===== src/mdu_pkg.sv =====
// Constants, command and working types shared by the multiply/divide unit.
// What this block does
// - Signed 32/16 division gives a 32-bit quotient and 16-bit remainder in 33 cycles.
// - Signed 16/16 division gives a 16-bit quotient and 16-bit remainder in 17 cycles.
// - Signed 16x16 multiplication gives a 32-bit product in 16 cycles.
// - Unsigned 32/16 division gives a 32-bit quotient and 16-bit remainder in 32 cycles.
// - Unsigned 16/16 division gives a 16-bit quotient and 16-bit remainder in 16 cycles.
// - Unsigned 16x16 multiplication gives a 32-bit product in 16 cycles.
// - Normalizing a 32-bit value takes the number of shifts plus one cycle, at most 32.
// - A 32-bit left/right arithmetic/logical shift takes the count plus one cycle, at most 32.
// - Operand and result bytes share addresses, writes hit operands, reads return results, both reset to zero.
package mdu_pkg;

	// Byte slots shared by operands and results.
	localparam int MDU_BYTES = 6;
	localparam logic [7:0] MDU_BYTE_RESET = 8'h00;
	localparam logic [2:0] MDU_IDX_REM_LO = 3'h4;

	// Iteration counts of the arithmetic operations.
	localparam logic [5:0] MDU_CYC_DIV32 = 6'h20;
	localparam logic [5:0] MDU_CYC_DIV16 = 6'h10;
	localparam logic [5:0] MDU_CYC_MUL16 = 6'h10;
	localparam logic [4:0] MDU_MAX_SHIFT = 5'h1F;

	// Operation selector.
	typedef enum logic [2:0] {
		MDU_OP_DIV32,
		MDU_OP_DIV16,
		MDU_OP_MUL16,
		MDU_OP_NORM,
		MDU_OP_SHIFT
	} mdu_op_t;

	// Command presented with the start strobe.
	typedef struct packed {
		mdu_op_t op;
		logic is_signed;
		logic [4:0] shift_cnt;
		logic shift_right;
		logic shift_arith;
	} mdu_cmd_t;

	// Working registers: partial remainder or product high half, and quotient/shift value.
	typedef struct packed {
		logic [16:0] rem;
		logic [31:0] quo;
	} mdu_work_t;

endpackage


===== src/mdu_iter_step.sv =====
// One iteration of restoring division or shift-and-add multiplication.
`timescale 1ns/100ps
module mdu_iter_step
	import mdu_pkg::*;
(
	// Current working state.
	input mdu_work_t work_in,
	input logic [15:0] operand,
	input logic is_mul,
	// Next working state.
	output mdu_work_t work_out
);

	logic [16:0] rem_shift;
	logic [16:0] rem_diff;
	logic [16:0] mul_sum;

	// Both step kinds are computed each cycle; the mode picks one.
	always_comb begin
		rem_shift = {work_in.rem[15:0], work_in.quo[31]};
		rem_diff = rem_shift - {1'b0, operand};
		mul_sum = {1'b0, work_in.rem[15:0]} + (work_in.quo[0] ? {1'b0, operand} : 17'h00000);
		if (is_mul) begin
			work_out.rem = {1'b0, mul_sum[16:1]};
			work_out.quo = {16'h0000, mul_sum[0], work_in.quo[15:1]};
		end else if (rem_diff[16] == 1'b0) begin
			work_out.rem = rem_diff;
			work_out.quo = {work_in.quo[30:0], 1'b1};
		end else begin
			work_out.rem = rem_shift;
			work_out.quo = {work_in.quo[30:0], 1'b0};
		end
	end

endmodule // mdu_iter_step


===== src/mdu_top.sv =====
// Multiply/divide unit with byte-wide operand and result access.
`timescale 1ns/100ps
module mdu_top
	import mdu_pkg::*;
(
	// Clock and reset.
	input wire logic CLK,
	input wire logic RST_N,
	// Byte access from the core.
	input wire logic [2:0] ADDR,
	input wire logic WR_EN,
	input wire logic [7:0] WDATA,
	output logic [7:0] RDATA,
	// Command.
	input wire logic START,
	input wire mdu_cmd_t CMD,
	// Status.
	output logic BUSY,
	output logic DONE
);

	typedef enum logic [1:0] {ST_IDLE, ST_PREP, ST_RUN} mdu_state_t;

	mdu_state_t state_reg, state_next;
	mdu_cmd_t cmd_reg, cmd_next;
	mdu_work_t work_reg, work_next, work_step;
	logic [47:0] opnd_reg, opnd_next;
	logic [47:0] res_reg, res_next;
	logic [15:0] divisor_reg, divisor_next;
	logic [5:0] cnt_reg, cnt_next;
	logic [4:0] nshift_reg, nshift_next;
	logic neg_q_reg, neg_q_next;
	logic neg_r_reg, neg_r_next;
	logic done_reg, done_next;
	logic [7:0] rdata_reg, rdata_next;

	logic [31:0] dvd32;
	logic [15:0] dvd16;
	logic [15:0] dvs16;
	logic [31:0] q_mag;
	logic [15:0] r_mag;
	logic [31:0] q_fix;
	logic [15:0] r_fix;

	// Operand fields as the core left them.
	assign dvd32 = opnd_reg[31:0];
	assign dvd16 = opnd_reg[15:0];
	assign dvs16 = opnd_reg[47:32];

	// Shared iteration datapath for division and multiplication.
	mdu_iter_step u_step (
		.work_in(work_reg),
		.operand(divisor_reg),
		.is_mul(cmd_reg.op == MDU_OP_MUL16),
		.work_out(work_step)
	);

	// Sign restore of magnitude results for signed operations.
	always_comb begin
		if (cmd_reg.op == MDU_OP_MUL16) begin
			q_mag = {work_step.rem[15:0], work_step.quo[15:0]};
		end else if (cmd_reg.op == MDU_OP_DIV16) begin
			q_mag = {16'h0000, work_step.quo[15:0]};
		end else begin
			q_mag = work_step.quo;
		end
		r_mag = work_step.rem[15:0];
		q_fix = neg_q_reg ? (32'h00000000 - q_mag) : q_mag;
		r_fix = neg_r_reg ? (16'h0000 - r_mag) : r_mag;
		if (cmd_reg.op == MDU_OP_DIV16) begin
			q_fix = {16'h0000, q_fix[15:0]};
		end
	end

	// Sequencer, operand capture and result update.
	always_comb begin
		state_next = state_reg;
		cmd_next = cmd_reg;
		work_next = work_reg;
		opnd_next = opnd_reg;
		res_next = res_reg;
		divisor_next = divisor_reg;
		cnt_next = cnt_reg;
		nshift_next = nshift_reg;
		neg_q_next = neg_q_reg;
		neg_r_next = neg_r_reg;
		done_next = done_reg;
		if (WR_EN && (ADDR < 3'(MDU_BYTES))) begin
			opnd_next[ADDR * 8 +: 8] = WDATA;
		end
		unique case (state_reg)
			ST_IDLE: begin
				if (START) begin
					cmd_next = CMD;
					done_next = 1'b0;
					nshift_next = 5'h00;
					neg_q_next = 1'b0;
					neg_r_next = 1'b0;
					divisor_next = dvs16;
					work_next.rem = 17'h00000;
					work_next.quo = dvd32;
					state_next = ST_RUN;
					unique case (CMD.op)
						MDU_OP_DIV32: begin
							cnt_next = MDU_CYC_DIV32;
							if (CMD.is_signed) begin
								neg_q_next = dvd32[31] ^ dvs16[15];
								neg_r_next = dvd32[31];
								work_next.quo = dvd32[31] ? (32'h00000000 - dvd32) : dvd32;
								divisor_next = dvs16[15] ? (16'h0000 - dvs16) : dvs16;
								state_next = ST_PREP;
							end
						end
						MDU_OP_DIV16: begin
							cnt_next = MDU_CYC_DIV16;
							work_next.quo = {dvd16, 16'h0000};
							if (CMD.is_signed) begin
								neg_q_next = dvd16[15] ^ dvs16[15];
								neg_r_next = dvd16[15];
								work_next.quo = {(dvd16[15] ? (16'h0000 - dvd16) : dvd16), 16'h0000};
								divisor_next = dvs16[15] ? (16'h0000 - dvs16) : dvs16;
								state_next = ST_PREP;
							end
						end
						MDU_OP_MUL16: begin
							cnt_next = MDU_CYC_MUL16;
							work_next.quo = {16'h0000, dvd16};
							if (CMD.is_signed) begin
								// magnitudes, sign fixed on last step
								neg_q_next = dvd16[15] ^ dvs16[15];
								work_next.quo = {16'h0000, (dvd16[15] ? (16'h0000 - dvd16) : dvd16)};
								divisor_next = dvs16[15] ? (16'h0000 - dvs16) : dvs16;
							end
						end
						MDU_OP_NORM: begin
							cnt_next = 6'h00;
						end
						MDU_OP_SHIFT: begin
							cnt_next = {1'b0, CMD.shift_cnt};
						end
						default: begin
							// An undefined operation code is refused, so the unit never runs on stale counts.
							cmd_next = cmd_reg;
							done_next = done_reg;
							state_next = ST_IDLE;
						end
					endcase
				end
			end
			ST_PREP: begin
				state_next = ST_RUN;
			end
			ST_RUN: begin
				unique case (cmd_reg.op)
					MDU_OP_NORM: begin
						// one shift per cycle, final cycle reports
						if (!work_reg.quo[31] && (work_reg.quo != 32'h00000000)
							&& (nshift_reg < MDU_MAX_SHIFT)) begin
							work_next.quo = {work_reg.quo[30:0], 1'b0};
							nshift_next = nshift_reg + 5'h01;
						end else begin
							res_next = {8'h00, 3'h0, nshift_reg, work_reg.quo};
							done_next = 1'b1;
							state_next = ST_IDLE;
						end
					end
					MDU_OP_SHIFT: begin
						// count shifts then one closing cycle
						if (cnt_reg != 6'h00) begin
							cnt_next = cnt_reg - 6'h01;
							if (cmd_reg.shift_right) begin
								work_next.quo = {cmd_reg.shift_arith & work_reg.quo[31],
									work_reg.quo[31:1]};
							end else begin
								work_next.quo = {work_reg.quo[30:0], 1'b0};
							end
						end else begin
							res_next = {16'h0000, work_reg.quo};
							done_next = 1'b1;
							state_next = ST_IDLE;
						end
					end
					default: begin
						work_next = work_step;
						cnt_next = cnt_reg - 6'h01;
						if (cnt_reg == 6'h01) begin
							done_next = 1'b1;
							state_next = ST_IDLE;
							if (cmd_reg.op == MDU_OP_MUL16) begin
								res_next = {16'h0000, q_fix};
							end else begin
								res_next = {r_fix, q_fix};
							end
						end
					end
				endcase
			end
		endcase
	end

	// reads return result bytes, registered one cycle
	always_comb begin
		rdata_next = (ADDR < 3'(MDU_BYTES)) ? res_reg[ADDR * 8 +: 8] : MDU_BYTE_RESET;
	end

	// State registers; all clear to zero under reset.
	always_ff @(posedge CLK) begin
		if (!RST_N) begin
			state_reg <= ST_IDLE;
			cmd_reg <= '0;
			work_reg <= '0;
			opnd_reg <= '0;
			res_reg <= '0;
			divisor_reg <= 16'h0000;
			cnt_reg <= 6'h00;
			nshift_reg <= 5'h00;
			neg_q_reg <= 1'b0;
			neg_r_reg <= 1'b0;
			done_reg <= 1'b0;
			rdata_reg <= MDU_BYTE_RESET;
		end else begin
			state_reg <= state_next;
			cmd_reg <= cmd_next;
			work_reg <= work_next;
			opnd_reg <= opnd_next;
			res_reg <= res_next;
			divisor_reg <= divisor_next;
			cnt_reg <= cnt_next;
			nshift_reg <= nshift_next;
			neg_q_reg <= neg_q_next;
			neg_r_reg <= neg_r_next;
			done_reg <= done_next;
			rdata_reg <= rdata_next;
		end
	end

	// Outputs; busy is a plain decode of the state register.
	assign RDATA = rdata_reg;
	assign DONE = done_reg;
	assign BUSY = (state_reg != ST_IDLE);

endmodule // mdu_top


===== config.mk =====
export PLATFORM = sky130hd
export DESIGN_NAME = mdu_top
export DESIGN_NICKNAME = d
export VERILOG_FILES = /design/src/mdu_pkg.sv /design/src/mdu_iter_step.sv /design/src/mdu_top.sv
export SDC_FILE = /design/constraint.sdc
export NUM_CORES = 1
export LEC_CHECK = 0
export ABC_AREA = 0
export CORE_ASPECT_RATIO = 0.8
export CORE_MARGIN = 8
export CORE_UTILIZATION = 25
export CTS_BUF_LIST = sky130_fd_sc_hd__clkbuf_8 sky130_fd_sc_hd__clkbuf_16
export CTS_CLUSTER_SIZE = 28
export DETAILED_ROUTE_END_ITERATION = 8
export DONT_BUFFER_PORTS = 1
export MAX_ROUTING_LAYER = met4
export PLACE_DENSITY = 0.36
export SLEW_MARGIN = 20
export SYNTH_ARGS = -nofsm -noshare
export SYNTH_HDL_FRONTEND = slang
export SYNTH_SLANG_ARGS = --single-unit

===== constraint.sdc =====
create_clock -name CLK -period 5.4 [get_ports CLK]
set_input_delay 0.27 -clock CLK [delete_from_list [all_inputs] [get_ports CLK]]
set_output_delay 0.27 -clock CLK [all_outputs]
set_load 0.05 [all_outputs]

==> impl_metrics.ini, run 1 <==
[placement]
buffer_ports.inserted = 0
place.detailed.hpwl_microns = 42100
place_congestion = 0.896
dpl_cell_area_sq_um = 14200
placed_cell_count = 2444

[cells_and_area]
final_cell_mix = nor2_1 (278), dfxtp_1 (189), nand2_1 (181)
post_layout_utilization_of_the_core = 0.279
fin_area_sq_um = 15000
most_frequent_standard_cell_in_the_layout_excluding_fill_and_tap_cells = nor2_1
synthToLayoutAreaGrowth_pct = 10.4
final_net_count = 1850
final-seq-area_sq_um = 3780
n_fill_cell = 5873
finish.cell_count_without_fillers = 2493
multi_input_area_sq_um = 9110
drive_gt1_frac = 0.0615

[floorplan]
core_area_sq_um = 53700
start_util = 0.253
dieHeight_microns = 224
die_area_sq_um = 62000
die-width_microns = 276
placementRows = 76
io-pin-count = 36

[status]
status = completed

[sta]
rsz_0062_raised_after_global_routing = false
final-setup-viol-count = 0
setup-tns-final_ns = 0
hold_violations = 0
hold_slack_ns = 0.0404
max_freq_mhz = 205
slew_headroom = 0.211
fin_crit_sh = 0.904
period_minus_slack_ns = 4.88
worstMarginPinSlew_ns = 1.18
slew_viol_final = 0
clock_skew_ns = 0.0131

[hold_path]
hold_path.class = in2reg

[drt]
drtIter0Drc = 1378
wl_per_cell_microns = 22.6
dr_drc_count = 0
route.final.wire_length_microns = 56300
num_vias = 13600
avg_vias_per_cell = 5.46
drt_pass1_iterations = 5
drt.antenna.violating_nets = 0

[synthesis]
postSynth.topFlopCell = dfxtp_1
ys.warnings.count = 0
average_cell_area_after_synthesis_sq_um = 7.37
synth.cell_area_sq_um = 13600
yosys_register_bits = 189
synth_nets = 1913
synth_seq_area_share = 0.279
synth_area_leaders = dfxtp_1 (28%), nor2_1 (7.7%), mux2i_1 (5.3%)
post_synth_top_area_share = 0.279
synthDistinctLibCells = 81
post_synth_edffs = 0
netlist_instances = 1840
synthArstFlopShare = 0
cell_accounting_for_the_most_synthesized_area = dfxtp_1

[critical_path]
endpoint_kind = flop
timing_worst_setup_path_type = reg2reg
worstPathMaxFanout = 4
worst_ep_arrival_time_ns = 5.27
critical_path.startpoint_type = flop
timing.critical_path.required_ns = 5.79

[grt]
grtUsageMet3 = 0.0270
use_met2 = 0.261
globalRouteTotalUtil = 0.183
met1_usage = 0.270
grt_antenna_before_repair = 2
via_count_of_the_first_global_routing_pass = 12700
grt_start_max_net_pins = 156
grt_first_pass_wirelength_microns = 84700
globalRouteOverflowTotal = 0
busiest_layer = met1

[power]
peakVddDrop_mv = 0.186
power.density_cell_area_nw_per_um2 = 280
p_leak_nw = 5.48

[job]
drv_cap = 0

[cts]
numCtsBuffers = 17
cts_htree_levels = 4
cts_setup_buffers = 0
clockRootBuffer = clkbuf_16
tritoncts = done
clkLatencyLatePin_ns = 0.47
clock_path_buffers = 2
cts.sink_count = 189
worst_setup_hold_path_clk_slew_ns = 0.07
## per-layer routing
metal,part of all wire,vias up
met4,0.012,0
met5,0,-
met2,0.42,350
met1,0.52,6649
li1,-,6571
met3,0.046,36
## synth_stat cells, types with 5 or more instances
| library cell | count |
|---|---|
| a21o_1 | 16 |
| nand4_1 | 17 |
| mux4_2 | 8 |
| ha_1 | 45 |
| and4_1 | 5 |
| xnor2_1 | 48 |
| a2111oi_0 | 7 |
| o22ai_1 | 9 |
| and2_1 | 17 |
| nand3_1 | 48 |
| nand2b_1 | 13 |
| a22o_1 | 6 |
| dfxtp_1 | 189 |
| o41ai_1 | 5 |
| nor3_1 | 63 |
| a211oi_1 | 51 |
| nor2_1 | 279 |
| and3_1 | 10 |
| a21oi_1 | 133 |
| o21ai_0 | 122 |
| mux2i_1 | 72 |
| or4_1 | 5 |
| o211ai_1 | 9 |
| xor2_1 | 44 |
| o21a_1 | 8 |
| or2_2 | 13 |
| o31ai_1 | 14 |
| a221oi_1 | 29 |
| or3_1 | 25 |
| a22oi_1 | 17 |
| nand3b_1 | 5 |
| buf_1 | 7 |
| nand2_1 | 181 |
| inv_1 | 45 |
| a311oi_1 | 27 |
| nor4_1 | 12 |
| a31oi_1 | 14 |
| nor2b_1 | 17 |
| o211a_1 | 6 |
| o31a_1 | 5 |
| clkbuf_1 | 122 |
## power breakdown
part	internal (W)	total, W	switching, W
clock network	0.000667	0.00129	0.000622
logic	0.000464	0.00136	0.000901
registers	0.00145	0.00154	0.0000930
## kinds of logic (layout without fill, tap and decap cells)
kind of cell    count (synthesis)  in the layout  share of synthesized area
fa+ha+maj                      47             47                     0.0444
simple gates                  728            728                      0.246
mux                            83             83                     0.0689
buf+inv                       181            131                     0.0510
other cells                     0              1                          0
flops                         189            189                      0.279
xor+xnor                       92             92                     0.0594
compound gates                520            520                      0.251
## path summary, 6_finish.rpt
check / start / endpoint / slack (ns) / cells past startpoint
setup reg to reg: work_reg[31] / res_reg[26] / 0.52 / 20
setup / recovery: work_reg[31] / res_reg[26] / 0.52 / 20
hold reg to reg: divisor_reg[12] / divisor_reg[12] / 0.45 / 2
hold / removal: CMD[9] / cmd_reg[8] / 0.04 / 4
## worst max-delay path: stages (launching register included)
cell      delay, ns
dfxtp_1        0.31
inv_1          0.07
ha_1           0.16
inv_1          0.06
fa_1           0.44
a211oi_1       0.25
o31ai_1        0.15
o21a_1         0.22
o21a_1         0.20
o21ai_1        0.20
nor2_1         0.19
a21oi_2        0.25
ha_1           0.27
nand3_1        0.13
nor4_1         0.38
o211ai_1       0.18
or4b_1         0.54
o41ai_1        0.32
xor2_1         0.21
nand3_1        0.10
a31oi_1        0.18
## final cells by class
cell class / count / area share
timing repair buffer: 52 / 0.0302
multi-input combinational: 1470 / 0.608
tap: 702 / 0.0587
antenna: 1 / 0.000167
inverter: 47 / 0.0122
clock inverter: 12 / 0.00660
clock buffer: 20 / 0.0312
sequential: 189 / 0.253
## stage by stage
step / setup WS, ns / power (W)
floorplan: 0.765 / 0.00246
global placement: 0.554 / 0.00291
detailed placement: 0.502 / 0.00291
CTS: 0.395 / 0.00423
global route: 0.101 / 0.00445
finish: 0.518 / 0.00419
## timing repair
action                     in CTS  in global routing
gates resized for setup         0                  2
hold endpoints to repair       38                  0
setup endpoints to repair       0                  2
hold buffers                   16                  0
Note: power is estimated with default switching activity, not from simulation.
==> inputs of run 2 (changes only) <==
--- a/config.mk
+++ b/config.mk
@@ -8,13 +8,13 @@
 export ABC_AREA = 0
 export CORE_ASPECT_RATIO = 0.8
 export CORE_MARGIN = 8
-export CORE_UTILIZATION = 25
+export CORE_UTILIZATION = 38
 export CTS_BUF_LIST = sky130_fd_sc_hd__clkbuf_8 sky130_fd_sc_hd__clkbuf_16
 export CTS_CLUSTER_SIZE = 28
 export DETAILED_ROUTE_END_ITERATION = 8
 export DONT_BUFFER_PORTS = 1
 export MAX_ROUTING_LAYER = met4
-export PLACE_DENSITY = 0.36
+export PLACE_DENSITY = 0.5
 export SLEW_MARGIN = 20
 export SYNTH_ARGS = -nofsm -noshare
 export SYNTH_HDL_FRONTEND = slang
==> impl_metrics.ini, run 2 (synthesized netlist as in run 1, its figures left out) <==
[sta]
slew_headroom = 0.279
final-setup-viol-count = 0
fin_crit_sh = 0.894
layout_setup_ws_ns = 0.574
rsz_0062_raised_after_global_routing = false
max_freq_mhz = 207
hold_violations = 0
clock_skew_ns = 0.0203
setup-tns-final_ns = 0
period_minus_slack_ns = 4.83
slew_viol_final = 0
worstMarginPinSlew_ns = 1.08

[cells_and_area]
final-seq-area_sq_um = 3780
multi_input_area_sq_um = 9130
finish.cell_count_without_fillers = 2264
most_frequent_standard_cell_in_the_layout_excluding_fill_and_tap_cells = nor2_1
post_layout_utilization_of_the_core = 0.413
drive_gt1_frac = 0.0600
final_cell_mix = nor2_1 (278), dfxtp_1 (189), nand2_1 (181)
n_fill_cell = 3780
synthToLayoutAreaGrowth_pct = 8.06
final_net_count = 1844

[critical_path]
worstReg2RegStart = work_reg[31]
critical_path.startpoint_type = flop
ff2ff_setup_slack_ns = 0.57
worstPathMaxFanout = 5
timing_worst_setup_path_type = reg2reg
r2r-end = res_reg[26]
crit_start = work_reg[31]
worst_r2r_path_depth = 20
worst_ep_arrival_time_ns = 5.22
timing.critical_path.required_ns = 5.79
endpoint_kind = flop
cp_capture_point = res_reg[26]

[drt]
route.final.wire_length_microns = 50400
wl_per_cell_microns = 22.3
num_vias = 13700
dr_drc_count = 0
drt.antenna.violating_nets = 0
drt_pass1_iterations = 6
drtIter0Drc = 1430
avg_vias_per_cell = 6.03

[placement]
buffer_ports.inserted = 0
placed_cell_count = 2216
place_congestion = 0.929
place.detailed.hpwl_microns = 37200
pre_cts_slack_ns = 0.549

[floorplan]
core_area_sq_um = 35500
die-width_microns = 227
placementRows = 62
dieHeight_microns = 185
io-pin-count = 36
start_util = 0.382
die_area_sq_um = 42000

[cts]
worst_setup_hold_path_clk_slew_ns = 0.08
clkLatencyLatePin_ns = 0.48
cts_htree_levels = 4
tritoncts = done
cts_setup_buffers = 0
clock_path_buffers = 2
numCtsBuffers = 17
cts.sink_count = 189
clockRootBuffer = clkbuf_16

[grt]
via_count_of_the_first_global_routing_pass = 12500
globalRouteTotalUtil = 0.246
globalRouteOverflowTotal = 0
grt_first_pass_wirelength_microns = 77600
grt_antenna_before_repair = 1
grt_start_max_net_pins = 63

[hold_path]
hold_path.class = in2reg
start_point_of_the_worst_min_delay_path = CMD[9]

[power]
share_comb_of_total_power = 0.316
p_sw_frac = 0.382
internal_power_w = 0.00257
peakVddDrop_mv = 0.145
sequentialPowerShare = 0.370
power.density_cell_area_nw_per_um2 = 283
p_leak_nw = 5.45
clock_power_share = 0.314
total_switching_power_w = 0.00158

[job]
drv_cap = 0

[status]
status = completed
## run 2: final cells by class
cell class,count,share of cell area
Clock buffer,19,0.0309
Antenna cell,1,0.000171
Tap cell,480,0.0410
Clock inverter,12,0.00853
Multi-Input combinational cell,1470,0.623
Inverter,47,0.0122
Timing Repair Buffer,46,0.0263
Sequential cell,189,0.258
## run 2: worst max-delay path, cell delays in order (launching register included)
cell	delay, ns
dfxtp_1	0.32
inv_1	0.07
ha_1	0.17
inv_1	0.05
fa_1	0.42
a211oi_1	0.26
o31ai_1	0.21
o21a_1	0.25
o21a_1	0.20
o21ai_1	0.17
nor2_1	0.19
a21oi_1	0.29
ha_1	0.28
nand3_1	0.14
nor4_2	0.30
o211ai_1	0.17
or4b_1	0.54
o41ai_2	0.25
xor2_1	0.18
nand3_1	0.09
a31oi_1	0.20
## run 2: how the worst min path moves through the flow
stage          slack [ns]  depth (start not counted)       endpoint
3_5_place_dp         0.41                          1       RDATA[1]
5_1_grt              0.05                          2  nshift_reg[3]
3_3_place_gp         0.40                          1       RDATA[1]
4_1_cts              0.02                          4     cmd_reg[8]
2_1_floorplan        0.41                          2    opnd_reg[0]
6_report             0.04                          4     cmd_reg[8]
## run 2: per-stage QoR
step	hold WS, ns	cell area, sq um	total power [W]
final	0.0405	14700	0.00415
after detailed placement	0.406	13900	0.00284
after floorplan	0.414	13600	0.00246
after global routing	0.0514	14700	0.00437
after CTS	0.0153	14600	0.00416
after global placement	0.400	13900	0.00284
## run 2: per-layer routing
metal  up-vias  GRT usage  part of all wire
li1       6517          -                 -
met1      6615      0.348              0.49
met2       460      0.352              0.42
met3        61     0.0483             0.067
met4         0     0.0666             0.021
met5         -          -                 0
## run 2: power groups by stage
| stage | sequential, W | clock [W] | combinational, W |
|---|---|---|---|
| 2_1_floorplan | 0.00151 | 0 | 0.000946 |
| 3_3_place_gp | 0.00157 | 0 | 0.00127 |
| 3_5_place_dp | 0.00157 | 0 | 0.00127 |
| 4_1_cts | 0.00153 | 0.00133 | 0.00129 |
| 5_1_grt | 0.00154 | 0.00139 | 0.00144 |
| 6_report | 0.00154 | 0.00130 | 0.00131 |
## run 2: timing repair
item,4_1_cts,5_1_grt
resized for setup,0,2
endpoints found under the setup margin,0,1
endpoints found under the hold margin,38,0
hold buffers,16,0
==> inputs of run 3 (changes only) <==
==> constraint.sdc (replaced) <==
create_clock -name CLK -period 5.7 [get_ports CLK]
set_input_delay 0.285 -clock CLK [delete_from_list [all_inputs] [get_ports CLK]]
set_output_delay 0.285 -clock CLK [all_outputs]
set_load 0.05 [all_outputs]
==> impl_metrics.ini, run 3 (synthesized netlist as in run 1, its figures left out) <==
[grt]
via_count_of_the_first_global_routing_pass = 12600
globalRouteTotalUtil = 0.245
grt_first_pass_wirelength_microns = 77400
grt_antenna_before_repair = 3
grt_start_max_net_pins = 66
globalRouteOverflowTotal = 0

[power]
clock_power_share = 0.314
share_comb_of_total_power = 0.315
p_leak_nw = 5.44
peakVddDrop_mv = 0.167
sequentialPowerShare = 0.371
total_switching_power_w = 0.00151
p_sw_frac = 0.386
internal_power_w = 0.00241
power.density_cell_area_nw_per_um2 = 269

[cts]
worst_setup_hold_path_clk_slew_ns = 0.08
tritoncts = done
clkLatencyLatePin_ns = 0.47
post_cts_hold_buffers = 16
clockRootBuffer = clkbuf_16
numCtsBuffers = 17
cts_setup_buffers = 0
clock_path_buffers = 2
cts_htree_levels = 4
cts.sink_count = 189
cts_resized = 0

[placement]
place.detailed.hpwl_microns = 37100
buffer_ports.inserted = 0
dpl_cell_area_sq_um = 13900
place_congestion = 0.950

[drt]
route.final.wire_length_microns = 49900
avg_vias_per_cell = 6.00
drtIter0Drc = 1404
drt_pass1_iterations = 8
wl_per_cell_microns = 22.1
dr_drc_count = 0
drt.antenna.violating_nets = 0
num_vias = 13600

[critical_path]
worstPathMaxFanout = 7
timing.critical_path.required_ns = 6.10
timing_worst_setup_path_type = reg2reg
endpoint_kind = flop
ff2ff_setup_slack_ns = 0.45
critical_path.startpoint_type = flop
worst_ep_arrival_time_ns = 5.65

[cells_and_area]
n_fill_cell = 3789
post_layout_utilization_of_the_core = 0.411
num_antenna_cells = 0
final-seq-area_sq_um = 3780
final_cell_mix = nor2_1 (278), dfxtp_1 (189), nand2_1 (181)
fin_area_sq_um = 14600
synthToLayoutAreaGrowth_pct = 7.64
drive_gt1_frac = 0.0568
most_frequent_standard_cell_in_the_layout_excluding_fill_and_tap_cells = nor2_1
multi_input_area_sq_um = 9110
final_net_count = 1839

[sta]
max_freq_mhz = 191
final-setup-viol-count = 0
setup-tns-final_ns = 0
clock_skew_ns = 0.00992
rsz_0062_raised_after_global_routing = false
slew_headroom = 0.239
fin_crit_sh = 0.921
period_minus_slack_ns = 5.25
worstMarginPinSlew_ns = 1.14
slew_viol_final = 0
hold_violations = 0

[floorplan]
start_util = 0.382
die_area_sq_um = 42000
placementRows = 62
dieHeight_microns = 185
io-pin-count = 36
die-width_microns = 227
core_area_sq_um = 35500

[status]
status = completed

[hold_path]
hold_path.class = in2reg

[job]
drv_cap = 0
==> run 3: cell count changes in the layout (fill, tap and decap cells not counted), moves of 2 or more <==
| cell | before | now |
|---|---|---|
| clkinv_4 | 0 | 2 |
| clkbuf_8 | 2 | 0 |
| clkinv_2 | 0 | 4 |
| buf_4 | 30 | 25 |
| clkinvlp_4 | 3 | 0 |
==> run 3: layout make-up <==
class / instances / share of cell area
well taps: 480 / 0.0411
repair buffers: 41 / 0.0238
flip-flops and latches: 189 / 0.259
clock inverters: 15 / 0.0106
multi-input cells: 1470 / 0.624
inverters: 47 / 0.0122
clock buffers: 17 / 0.0291
==> run 3: layer usage <==
| metal | global-route usage | wire [microns] | vias up | share of wire |
|---|---|---|---|---|
| met1 | 0.351 | 24800 | 6531 | 0.50 |
| met5 | - | 0 | - | 0 |
| li1 | - | - | 6531 | - |
| met3 | 0.0426 | 3050 | 63 | 0.061 |
| met2 | 0.347 | 20800 | 437 | 0.42 |
| met4 | 0.0695 | 1190 | 0 | 0.024 |
==> run 3: worst paths after layout <==
| path | start | to | cells past startpoint |
|---|---|---|---|
| max | work_reg[31] | res_reg[26] | 20 |
| max reg2reg | work_reg[31] | res_reg[26] | 20 |
| min | CMD[9] | cmd_reg[8] | 4 |
| min reg2reg | divisor_reg[12] | divisor_reg[12] | 2 |
==> run 3: critical path, cell delays in order, from the launching register on <==
cell	delay, ns
dfxtp_1	0.47
inv_1	0.10
ha_1	0.21
inv_1	0.07
fa_1	0.25
a211oi_1	0.11
o31ai_1	0.74
o211a_1	0.23
nor2_1	0.06
o21ai_1	0.11
nor2_1	0.15
a21oi_1	0.32
ha_1	0.32
nand3_1	0.13
nor4_1	0.39
o211ai_1	0.19
or4b_1	0.52
o41ai_1	0.34
xor2_1	0.18
nand3_1	0.09
a31oi_1	0.17
==> run 3: power groups by stage <==
stage	clock, W	sequential (W)	combinational (W)
after floorplan	0	0.00143	0.000897
after global placement	0	0.00148	0.00120
after detailed placement	0	0.00148	0.00120
after CTS	0.00126	0.00145	0.00122
after global routing	0.00131	0.00146	0.00135
final	0.00123	0.00146	0.00124
==> run 3: metrics by stage <==
| step | hold slack (ns) | worst slack [ns] | total power [W] | cells |
|---|---|---|---|---|
| floorplan | 0.420 | 1.07 | 0.00233 | 1840 |
| global placement | 0.418 | 0.755 | 0.00268 | 2211 |
| detailed placement | 0.416 | 0.626 | 0.00268 | 2211 |
| CTS | 0.0379 | 0.585 | 0.00393 | 2259 |
| global route | 0.0552 | 0.0197 | 0.00413 | 2259 |
| finish | 0.0629 | 0.452 | 0.00392 | 2259 |
